`src/rtl/toeb_pkg.sv`:
```
// Package: register map, field positions, modes and carriers of the timer
package toeb_pkg;

  // ---------------------------------------------------------------
  // Register byte offsets
  // ---------------------------------------------------------------
  localparam logic [7:0] OFS_CR1 = 8'h00;
  localparam logic [7:0] OFS_CR2 = 8'h04;
  localparam logic [7:0] OFS_SMCR = 8'h08;
  localparam logic [7:0] OFS_DIER = 8'h0c;
  localparam logic [7:0] OFS_SR = 8'h10;
  localparam logic [7:0] OFS_EGR = 8'h14;
  localparam logic [7:0] OFS_CCMR1 = 8'h18;
  localparam logic [7:0] OFS_CCMR2 = 8'h1c;
  localparam logic [7:0] OFS_CCER = 8'h20;
  localparam logic [7:0] OFS_CNT = 8'h24;
  localparam logic [7:0] OFS_PSC = 8'h28;
  localparam logic [7:0] OFS_ARR = 8'h2c;
  localparam logic [7:0] OFS_CCR1 = 8'h34;
  localparam logic [7:0] OFS_CCR4 = 8'h40;
  localparam logic [7:0] OFS_DCR = 8'h48;
  localparam logic [7:0] OFS_DMAR = 8'h4c;

  // ---------------------------------------------------------------
  // Field positions and writable masks
  // ---------------------------------------------------------------
  localparam int CR1_CEN = 0;
  localparam int CR1_OPM = 3;
  localparam int CR1_DIR = 4;
  localparam int CR1_REMAP = 11;
  localparam int CR2_XOR = 7;
  localparam int SMCR_SMS = 0;
  localparam int SMCR_ETP = 15;
  localparam int DIER_UDE = 8;
  localparam int SR_UIF = 0;
  localparam int SR_CC1 = 1;
  localparam int EGR_UG = 0;
  localparam int CCMR_CH_W = 8;
  localparam int CCMR_CE = 7;
  localparam int CCER_CH_W = 4;
  localparam int CCER_E = 0;
  localparam int CCER_P = 1;
  localparam int DCR_DBA = 0;
  localparam int DCR_DBL = 8;
  localparam int CNT_MIRROR = 31;
  localparam int ETR_BIT = 4;
  localparam logic [15:0] CR1_WMASK = 16'h0bff;
  localparam logic [15:0] CR2_WMASK = 16'h0080;
  localparam logic [15:0] SMCR_WMASK = 16'hf00f;
  localparam logic [15:0] DIER_WMASK = 16'h011f;
  localparam logic [15:0] CCMR_WMASK = 16'h8f8f;
  localparam logic [15:0] CCER_WMASK = 16'hbbbb;
  localparam logic [15:0] DCR_WMASK = 16'h1f1f;
  localparam logic [15:0] ONE16 = 16'h0001;
  localparam logic [4:0] ONE5 = 5'h01;

  // ---------------------------------------------------------------
  // Slave modes and channel output modes
  // ---------------------------------------------------------------
  localparam logic [3:0] SMS_ENC_A = 4'h1;
  localparam logic [3:0] SMS_ENC_B = 4'h2;
  localparam logic [3:0] SMS_ENC_AB = 4'h3;
  localparam logic [3:0] SMS_RST_TRIG = 4'h8;
  localparam logic [3:0] OC_SET = 4'h1;
  localparam logic [3:0] OC_CLEAR = 4'h2;
  localparam logic [3:0] OC_TOGGLE = 4'h3;
  localparam logic [3:0] OC_FORCE_LO = 4'h4;
  localparam logic [3:0] OC_FORCE_HI = 4'h5;
  localparam logic [3:0] OC_PWM1 = 4'h6;
  localparam logic [3:0] OC_PWM2 = 4'h7;
  localparam logic [3:0] OC_RETRIG1 = 4'h8;
  localparam logic [3:0] OC_RETRIG2 = 4'h9;

  // ---------------------------------------------------------------
  // Carriers and state
  // ---------------------------------------------------------------
  typedef enum logic [1:0] {BURST_IDLE, BURST_REQ, BURST_WAIT} toeb_burst_e;

  typedef struct packed {
    logic psel;
    logic penable;
    logic pwrite;
    logic [7:0] paddr;
    logic [31:0] pwdata;
  } toeb_apb_req_s;

  typedef struct packed {
    logic [31:0] prdata;
    logic pready;
    logic pslverr;
  } toeb_apb_rsp_s;

  typedef struct packed {
    logic [15:0] cr1, cr2, smcr, dier, sr, ccmr1, ccmr2, ccer;
    logic [15:0] cnt, psc, pcnt, auto_reload_value, dcr;
    logic [3:0][15:0] ccr;
    logic [4:0] sync1, sync2;
    logic fa_prev, fb_prev;
    logic [3:0] pulse, clr, out;
    toeb_burst_e bst;
    logic [4:0] idx;
    logic have;
    logic [31:0] rdata;
    logic err;
  } toeb_state_s;

endpackage

```
`src/rtl/toeb_timer.sv`:
```
// Timer with retrigger pulse, reference clear, encoder and DMA burst port
//
// Operation
// - Retriggerable pulse goes active on the trigger itself, no delay.
// - A trigger during an active pulse extends that pulse.
// - Clear enable plus high external trigger holds reference low till update.
// - Reference clear acts in compare and PWM modes, never when forced.
// - Slave codes 0001/0010/0011 count edges of input A, B, or both.
// - Edge direction follows the level of the other filtered input.
// - Direction bit updates on every transition of either filtered input.
// - Encoder count wraps within zero and reload; compare keeps working.
// - Mirror enable copies update flag into counter read bit 31 at once.
// - XOR select feeds channel 1 filter with XOR of pins 1 to 3.
// - One update event raises a burst of redirected DMA requests.
// - Five-bit burst length sets the number of transfers per event.
// - Five-bit base gives the first register index counted from control 1.
// - Length 3, base 0xD writes the four compare registers, then restarts.
//
// Chosen here: the register addresses and the APB slave port.
`timescale 1ns/10ps
module toeb_timer
  import toeb_pkg::*;
(
  // Clock, reset and freeze
  input wire logic pclk,
  input wire logic presetn,
  input wire logic clk_en,
  // Register bus
  input wire toeb_apb_req_s apb_req,
  output toeb_apb_rsp_s apb_rsp,
  // Pins
  input wire logic [3:0] ch_in,
  input wire logic etr_in,
  output logic [3:0] ch_out,
  output logic [3:0] ch_oe,
  // DMA request
  output logic dma_req
);

  toeb_state_s s_q, s_d;
  logic ti1, fa, fb, filtered_external_trigger, fa_edge, fb_edge, fa_rise;
  logic enc, trig, step, down, ovf, upd, ug, done, wr, hit_dmar;
  logic forced, ce_bit, refv, pol;
  logic [3:0] slave_mode_select, mode, match;
  logic [31:0] ccmr_all;
  logic [7:0] eaddr;
  logic [4:0] sum;
  logic [32:0] rd;
  logic [15:0] wd;

  // ---------------------------------------------------------------
  // Register read mux: returns {miss, data}
  // ---------------------------------------------------------------
  function automatic logic [32:0] read_word(input logic [7:0] a,
                                            input toeb_state_s st);
    logic [32:0] r;
    r = '0;
    if (a == OFS_CR1) begin
      r[15:0] = st.cr1;
    end else if (a == OFS_CR2) begin
      r[15:0] = st.cr2;
    end else if (a == OFS_SMCR) begin
      r[15:0] = st.smcr;
    end else if (a == OFS_DIER) begin
      r[15:0] = st.dier;
    end else if (a == OFS_SR) begin
      r[15:0] = st.sr;
    end else if (a == OFS_EGR) begin
      r[15:0] = '0;
    end else if (a == OFS_CCMR1) begin
      r[15:0] = st.ccmr1;
    end else if (a == OFS_CCMR2) begin
      r[15:0] = st.ccmr2;
    end else if (a == OFS_CCER) begin
      r[15:0] = st.ccer;
    end else if (a == OFS_CNT) begin
      r[15:0] = st.cnt;
      r[CNT_MIRROR] = st.cr1[CR1_REMAP] & st.sr[SR_UIF];
    end else if (a == OFS_PSC) begin
      r[15:0] = st.psc;
    end else if (a == OFS_ARR) begin
      r[15:0] = st.auto_reload_value;
    end else if (a >= OFS_CCR1 && a <= OFS_CCR4 && a[1:0] == 2'b00) begin
      r[15:0] = st.ccr[2'(8'(a - OFS_CCR1) >> 2)];
    end else if (a == OFS_DCR) begin
      r[15:0] = st.dcr;
    end else begin
      r[32] = 1'b1;
    end
    return r;
  endfunction

  // ---------------------------------------------------------------
  // Next-state logic
  // ---------------------------------------------------------------
  always_comb begin
    s_d = s_q;
    ti1 = 1'b0;
    fa = 1'b0;
    fb = 1'b0;
    filtered_external_trigger = 1'b0;
    fa_edge = 1'b0;
    fb_edge = 1'b0;
    fa_rise = 1'b0;
    enc = 1'b0;
    trig = 1'b0;
    step = 1'b0;
    down = s_q.cr1[CR1_DIR];
    ovf = 1'b0;
    upd = 1'b0;
    ug = 1'b0;
    done = 1'b0;
    wr = 1'b0;
    hit_dmar = 1'b0;
    forced = 1'b0;
    ce_bit = 1'b0;
    refv = 1'b0;
    pol = 1'b0;
    slave_mode_select = s_q.smcr[SMCR_SMS +: 4];
    mode = '0;
    match = '0;
    ccmr_all = {s_q.ccmr2, s_q.ccmr1};
    eaddr = apb_req.paddr;
    sum = '0;
    rd = '0;
    wd = apb_req.pwdata[15:0];

    // Pins pass two flops; only the second stage is read below
    s_d.sync1 = {etr_in, ch_in};
    s_d.sync2 = s_q.sync1;

    // Channel 1 may see the XOR of three pins, usable as trigger too
    if (s_q.cr2[CR2_XOR]) begin
      ti1 = ^s_q.sync2[2:0];
    end else begin
      ti1 = s_q.sync2[0];
    end
    fa = ti1 ^ s_q.ccer[CCER_P];
    fb = s_q.sync2[1] ^ s_q.ccer[CCER_CH_W + CCER_P];
    filtered_external_trigger = s_q.sync2[ETR_BIT] ^ s_q.smcr[SMCR_ETP];
    s_d.fa_prev = fa;
    s_d.fb_prev = fb;
    fa_edge = fa ^ s_q.fa_prev;
    fb_edge = fb ^ s_q.fb_prev;
    fa_rise = fa_edge & fa;
    enc = (slave_mode_select == SMS_ENC_A) || (slave_mode_select == SMS_ENC_B) || (slave_mode_select == SMS_ENC_AB);

    // Bus decode; burst window accesses are redirected by base plus index
    hit_dmar = (apb_req.paddr == OFS_DMAR);
    sum = 5'(s_q.dcr[DCR_DBA +: 5] + s_q.idx);
    if (hit_dmar) begin
      eaddr = {1'b0, sum, 2'b00};
    end
    done = apb_req.psel & apb_req.penable & s_q.have;
    wr = done & apb_req.pwrite;
    ug = wr && (eaddr == OFS_EGR) && apb_req.pwdata[EGR_UG];

    // Counter clocking: encoder edges, else the prescaled timer clock
    if (enc) begin
      if (fa_edge) begin
        down = fa ~^ fb;
        step = slave_mode_select[0] & s_q.cr1[CR1_CEN];
        s_d.cr1[CR1_DIR] = down;
      end else if (fb_edge) begin
        down = fa ^ fb;
        step = slave_mode_select[1] & s_q.cr1[CR1_CEN];
        s_d.cr1[CR1_DIR] = down;
      end
    end else if (s_q.cr1[CR1_CEN]) begin
      if (s_q.pcnt == s_q.psc) begin
        s_d.pcnt = '0;
        step = 1'b1;
      end else begin
        s_d.pcnt = 16'(s_q.pcnt + ONE16);
      end
    end

    // Count and wrap inside zero to reload in either direction
    if (step) begin
      if (!down) begin
        if (s_q.cnt == s_q.auto_reload_value) begin
          s_d.cnt = '0;
          ovf = 1'b1;
        end else begin
          s_d.cnt = 16'(s_q.cnt + ONE16);
        end
      end else if (s_q.cnt == '0) begin
        s_d.cnt = s_q.auto_reload_value;
        ovf = 1'b1;
      end else begin
        s_d.cnt = 16'(s_q.cnt - ONE16);
      end
    end
    upd = ovf;
    if (ovf && s_q.cr1[CR1_OPM] && !enc) begin
      s_d.cr1[CR1_CEN] = 1'b0;
    end

    // Reset-plus-trigger: restart counting, also re-arming a pulse
    if (slave_mode_select == SMS_RST_TRIG && fa_rise) begin
      trig = 1'b1;
      s_d.cnt = down ? s_q.auto_reload_value : '0;
      s_d.pcnt = '0;
      s_d.cr1[CR1_CEN] = 1'b1;
    end

    // Software update event reinitialises the counter
    if (ug) begin
      s_d.cnt = down ? s_q.auto_reload_value : '0;
      s_d.pcnt = '0;
      upd = 1'b1;
    end

    // Compare matches only on a counting step, never on a trigger or software update restart
    for (int i = 0; i < 4; i++) begin
      match[i] = step & ~trig & ~ug & (s_d.cnt == s_q.ccr[i]);
    end

    // Channel reference generation and external clear
    for (int i = 0; i < 4; i++) begin
      mode = ccmr_all[CCMR_CH_W * i +: 4];
      ce_bit = ccmr_all[CCMR_CH_W * i + CCMR_CE];
      forced = (mode == OC_FORCE_LO) || (mode == OC_FORCE_HI);
      case (mode)
        OC_SET: begin
          if (match[i]) s_d.pulse[i] = 1'b1;
        end
        OC_CLEAR: begin
          if (match[i]) s_d.pulse[i] = 1'b0;
        end
        OC_TOGGLE: begin
          if (match[i]) s_d.pulse[i] = ~s_q.pulse[i];
        end
        OC_RETRIG1, OC_RETRIG2: begin
          if (trig) begin
            s_d.pulse[i] = 1'b1;
          end else if (match[i]) begin
            s_d.pulse[i] = 1'b0;
          end
        end
        default: begin
          s_d.pulse[i] = s_q.pulse[i];
        end
      endcase
      case (mode)
        OC_FORCE_LO: refv = 1'b0;
        OC_FORCE_HI: refv = 1'b1;
        OC_PWM1: refv = down ? (s_d.cnt <= s_q.ccr[i])
                             : (s_d.cnt < s_q.ccr[i]);
        OC_PWM2: refv = down ? (s_d.cnt > s_q.ccr[i])
                             : (s_d.cnt >= s_q.ccr[i]);
        OC_RETRIG2: refv = ~s_d.pulse[i];
        default: refv = s_d.pulse[i];
      endcase
      // Clear latch survives until update; a high trigger re-sets it
      s_d.clr[i] = (ce_bit & filtered_external_trigger & ~forced)
                   | (s_q.clr[i] & ~upd);
      if (!forced && s_d.clr[i]) begin
        refv = 1'b0;
      end
      pol = s_q.ccer[CCER_CH_W * i + CCER_P];
      s_d.out[i] = refv ^ pol;
    end

    // DMA burst sequencer; one request outstanding at a time
    case (s_q.bst)
      BURST_IDLE: begin
        s_d.idx = '0;
        if (upd && s_q.dier[DIER_UDE]) begin
          s_d.bst = BURST_REQ;
        end
      end
      BURST_REQ: begin
        if (done && hit_dmar) begin
          if (s_q.idx == s_q.dcr[DCR_DBL +: 5]) begin
            s_d.idx = '0;
            s_d.bst = BURST_IDLE;
          end else begin
            s_d.idx = 5'(s_q.idx + ONE5);
            s_d.bst = BURST_WAIT;
          end
        end
      end
      BURST_WAIT: begin
        s_d.bst = BURST_REQ;
      end
      default: begin
        s_d.bst = BURST_IDLE;
      end
    endcase

    // Status flags: a hardware set wins over a write-zero clear
    if (wr && eaddr == OFS_SR) begin
      s_d.sr = s_q.sr & wd;
    end
    s_d.sr[SR_UIF] = s_d.sr[SR_UIF] | upd;
    s_d.sr[SR_CC1 +: 4] = s_d.sr[SR_CC1 +: 4] | match;

    // Software writes land after hardware so they take priority
    if (wr) begin
      if (eaddr == OFS_CR1) begin
        s_d.cr1 = wd & CR1_WMASK;
      end else if (eaddr == OFS_CR2) begin
        s_d.cr2 = wd & CR2_WMASK;
      end else if (eaddr == OFS_SMCR) begin
        s_d.smcr = wd & SMCR_WMASK;
      end else if (eaddr == OFS_DIER) begin
        s_d.dier = wd & DIER_WMASK;
      end else if (eaddr == OFS_CCMR1) begin
        s_d.ccmr1 = wd & CCMR_WMASK;
      end else if (eaddr == OFS_CCMR2) begin
        s_d.ccmr2 = wd & CCMR_WMASK;
      end else if (eaddr == OFS_CCER) begin
        s_d.ccer = wd & CCER_WMASK;
      end else if (eaddr == OFS_CNT) begin
        s_d.cnt = wd;
      end else if (eaddr == OFS_PSC) begin
        s_d.psc = wd;
      end else if (eaddr == OFS_ARR) begin
        s_d.auto_reload_value = wd;
      end else if (eaddr >= OFS_CCR1 && eaddr <= OFS_CCR4
                   && eaddr[1:0] == 2'b00) begin
        s_d.ccr[2'(8'(eaddr - OFS_CCR1) >> 2)] = wd;
      end else if (eaddr == OFS_DCR) begin
        s_d.dcr = wd & DCR_WMASK;
      end
    end

    // Read data is captured once per transfer, in its first clock-enabled cycle with select high
    rd = read_word(eaddr, s_q);
    if (done) begin
      s_d.have = 1'b0;
    end else if (apb_req.psel && !s_q.have) begin
      s_d.have = 1'b1;
      s_d.rdata = rd[31:0];
      s_d.err = rd[32] | (apb_req.pwrite && eaddr == OFS_CNT
                          && 1'b0);
    end
  end

  // ---------------------------------------------------------------
  // State register; clock enable freezes everything
  // ---------------------------------------------------------------
  always_ff @(posedge pclk or negedge presetn) begin
    if (!presetn) begin
      s_q <= '0;
    end else if (clk_en) begin
      s_q <= s_d;
    end
  end

  // ---------------------------------------------------------------
  // Outputs
  // ---------------------------------------------------------------
  // Ready waits for the captured read word, so a frozen setup just stalls
  assign apb_rsp.pready = clk_en & s_q.have;
  assign apb_rsp.prdata = s_q.rdata;
  assign apb_rsp.pslverr = s_q.err & s_q.have & apb_req.psel
                           & apb_req.penable;
  assign dma_req = (s_q.bst == BURST_REQ);
  assign ch_out = s_q.out;

  // Pin drive follows each channel enable bit
  always_comb begin
    for (int i = 0; i < 4; i++) begin
      ch_oe[i] = s_q.ccer[CCER_CH_W * i + CCER_E];
    end
  end

endmodule

```
`config.mk`:
```
export PLATFORM = sky130hd
export DESIGN_NAME = toeb_timer
export DESIGN_NICKNAME = d
export VERILOG_FILES = /design/src/rtl/toeb_pkg.sv /design/src/rtl/toeb_timer.sv
export SDC_FILE = /design/constraint.sdc
export NUM_CORES = 1
export LEC_CHECK = 0
export BUFFER_PORTS_ARGS = -buffer_cell sky130_fd_sc_hd__buf_2
export CORE_MARGIN = 1.5
export CORE_UTILIZATION = 60
export DETAILED_ROUTE_END_ITERATION = 8
export PLACE_DENSITY = 0.87
export SYNTH_ARGS = -nofsm -noshare
export SYNTH_HDL_FRONTEND = slang
export SYNTH_SLANG_ARGS = --single-unit
```
`constraint.sdc`:
```
create_clock -name pclk -period 17.1 [get_ports pclk]
set_input_delay 1.71 -clock pclk [delete_from_list [all_inputs] [get_ports pclk]]
set_output_delay 1.71 -clock pclk [all_outputs]
set_load 0.03 [all_outputs]
```
==> out/metrics.csv <==
metric;value;unit
number of flops mapped to enable cells by yosys;0;
crit-path max cell delay;880;ps
sum of negative setup slack;0;ps
max cap viols;0;
die width;173.0;µm
number of cells in the finished layout apart from fillers;2216;
wire length of the first global-routing pass;90130;µm
reported leakage power;8.297;nW
most common cell after layout, fill and taps aside;dfrtp_1;
highest net fanout along the worst path;20;
register share of total power;0.404;
remaining antenna violation count;0;
routed wirelength normalized by instance count;26.64;µm
clock tree from TritonCTS;yes;
antenna violations before repair;1;
Peak Freq;105.3;MHz
number of max-slew violations in the final report;0;
final period demand of the worst path;9495;ps
CP Data Arrival Time;9940;ps
failing checks;DRC;
Max-slew headroom;0.2014;
top cell family by delay on the critical path;simple AND/OR/NAND/NOR gates;
Layout Skew;15.23;ps
portion of the post-synthesis area used by sequential elements;0.3754;
I/O pin count;94;
clock latency at the later pin of the worst-skew pair;580;ps
clock sink total;260;
clock buffer depth;3;
total detailed-routing wirelength;59040;µm
Core Area;28550;µm²
Post-CTS Repair Setup Buffers;0;
Fin. Hold Viols;0;
First-pass DRT Iterations;7;
vias in the first global route;15116;
cell with the most instances on the worst path;nand2_1;
cts repair resizes;0;
total track usage;0.3948;
worst hold path class;reg2reg;
Row Count;62;
vertical die dimension;173.0;µm
level count of the clock H-tree;1;
slowest stage cell, crit path;nor3_1;
Buffers & Inverters on Critical Path;5;
clock transition at the registers of the reported paths;60;ps
IO buf count;61;
pin count of the biggest net entering global routing;115;
DR iter-0 viols;1890;
fraction of final layout cells sized beyond drive strength 1;0.1905;
cell at the root of the clock tree;clkbuf_16;
number of register bits inferred by synthesis;260;
number of buffers inserted for hold repair after clock tree synthesis;0;
result of the run;finished, violations left;
final estimated routing congestion in global placement;0.9890;
Req. time, crit path;17550;ps
Diodes inserted;0;
area enclosed by the die boundary;29910;µm²
layout net count;1948;
measured slew at the worst slew-check pin;1190;ps
top flip-flop cell by instance count after synthesis;dfrtp_1;
post-synthesis instance total;1830;
area overhead of the layout relative to synthesis;7.075;%
routed vias/inst;6.896;
most used cells in the layout excluding fill and tap cells;dfrtp_1 (260), mux2_2 (167), nand2_1 (163), o21ai_0 (120), nor2_1 (107);
via count of the routed design;15282;
synthesized cell area;17330;µm²
Mapped Avg Cell Area;9.470;µm²
share of the clock period used by the worst path;0.5553;
Clock power frac;0.367;
initial core utilization;0.6071;
placed wire-length estimate;42050;µm
launching element type of the critical path;primary input;
number of distinct library cell variants in the gate-level netlist after synthesis;89;
RSZ-0062 raised after global routing;false;
worst vdd ir;90.41;µV
class of the most critical setup path;in2reg;
Yosys warnings;0;
Comb pwr share;0.229;
fraction of registers with async set/reset;1.000;
count of unresolved DRC violations after routing;1;
internal power;1.144;mW
Cells after DPL;2162;
fraction of power spent switching nets;0.3328;
number of buffers created by CTS;30;
final global-route overflow total;0;
power density cells;92.41;nW/µm²
kind of end point of the critical path;register;
final setup fails;0;
switching power of the nets;0.5708;mW
count of fill cells added during filler insertion;2347;
worst min-delay path: stages, from the launching register on:
cell,delay (ps)
dfrtp_1,340
nand2_1,50
o21ai_0,60
cells in the mapped netlist (22+ instances only):
cell | instances | share of area
a31oi_1 | 22 | 0.0079
mux2_2 | 167 | 0.11
xor2_1 | 25 | 0.013
a21o_1 | 29 | 0.013
inv_1 | 95 | 0.021
o21ai_0 | 120 | 0.035
xnor2_1 | 24 | 0.012
buf_4 | 41 | 0.018
clkbuf_1 | 85 | 0.018
ha_1 | 86 | 0.062
nand2_1 | 163 | 0.035
nor3_1 | 34 | 0.0098
a21oi_1 | 78 | 0.023
nor2_1 | 107 | 0.023
dfrtp_1 | 260 | 0.38
nand3_1 | 57 | 0.016
power groups by stage:
| stage | Sequential [mW] | Clock, mW | Combinational (mW) |
|---|---|---|---|
| 2_1_floorplan | 0.669 | 0 | 0.299 |
| 3_3_place_gp | 0.699 | 0 | 0.369 |
| 3_5_place_dp | 0.700 | 0 | 0.381 |
| 4_1_cts | 0.689 | 0.631 | 0.384 |
| 5_1_grt | 0.695 | 0.650 | 0.427 |
| 6_report | 0.692 | 0.630 | 0.393 |
through the flow:
step                      power, mW  utilization  setup slack, ps  cell area (µm²)  hold slack [ps]
after CTS                     1.704       0.6500             7835            18560            482.4
final                         1.715       0.6500             7605            18560            480.8
after global routing          1.772       0.6500             7033            18560            504.7
after floorplan              0.9677            -             9114            17380            449.5
after detailed placement      1.081       0.6165             7231            17600            467.5
after global placement        1.068       0.6165             7410            17600            460.5
worst paths after layout:
check | to | cells after the start | from | slack (ps)
hold / removal | apb_rsp[8]$_DFFE_PN0P_ | 2 | apb_rsp[8]$_DFFE_PN0P_ | 480
min in group asynchronous | s_q[167]$_DFFE_PN0P_ | 1 | presetn | 1170
setup / recovery | ch_out[1]$_DFFE_PN0P_ | 32 | apb_req[32] | 7610
hold reg to reg | apb_rsp[8]$_DFFE_PN0P_ | 2 | apb_rsp[8]$_DFFE_PN0P_ | 480
max in group asynchronous | s_q[116]$_DFFE_PN0P_ | 2 | presetn | 14410
setup reg to reg | ch_out[1]$_DFFE_PN0P_ | 30 | s_q[210]$_DFFE_PN0P_ | 8250
registers in the layout (all words and copies together) (netlist names):
| name | count |
|---|---|
| ch_oe | 4 |
| ch_out | 4 |
| ccmr_all | 20 |
| s_d | 4 |
| s_q | 210 |
| pol | 1 |
| apb_rsp | 17 |
final cells by class:
cell class                      instances  area (µm²)  area share
Multi-Input combinational cell       1334        9731      0.5244
Sequential cell                       260        6506      0.3506
Clock buffer                           47       904.6     0.04875
Timing Repair Buffer                   89       525.5     0.02832
Tap cell                              384       480.5     0.02589
Inverter                               95       356.6     0.01922
Clock inverter                          7       52.55    0.002832
layer usage:
layer | routed length (µm) | up-vias | track usage
met5 | 0 | - | 0
met4 | 4458 | 0 | 0.2580
met3 | 6615 | 250 | 0.1069
met2 | 25880 | 952 | 0.6008
met1 | 22090 | 7466 | 0.4976
li1 | - | 6614 | -
kinds of logic (layout without fill, tap and decap cells):
group	count (synthesis)	after routing	share of synthesized area
xor gates and xnor gates	51	51	0.02736
AOI/OAI and AO/OA	480	480	0.1899
buffers and inverters	250	238	0.06613
DFF	260	260	0.3754
and+or+nand+nor	507	507	0.1421
other	1	15	0.0002164
adders and majority gates	87	87	0.06324
muxes	194	194	0.1357
No activity file was read; power rests on OpenSTA's default activity.
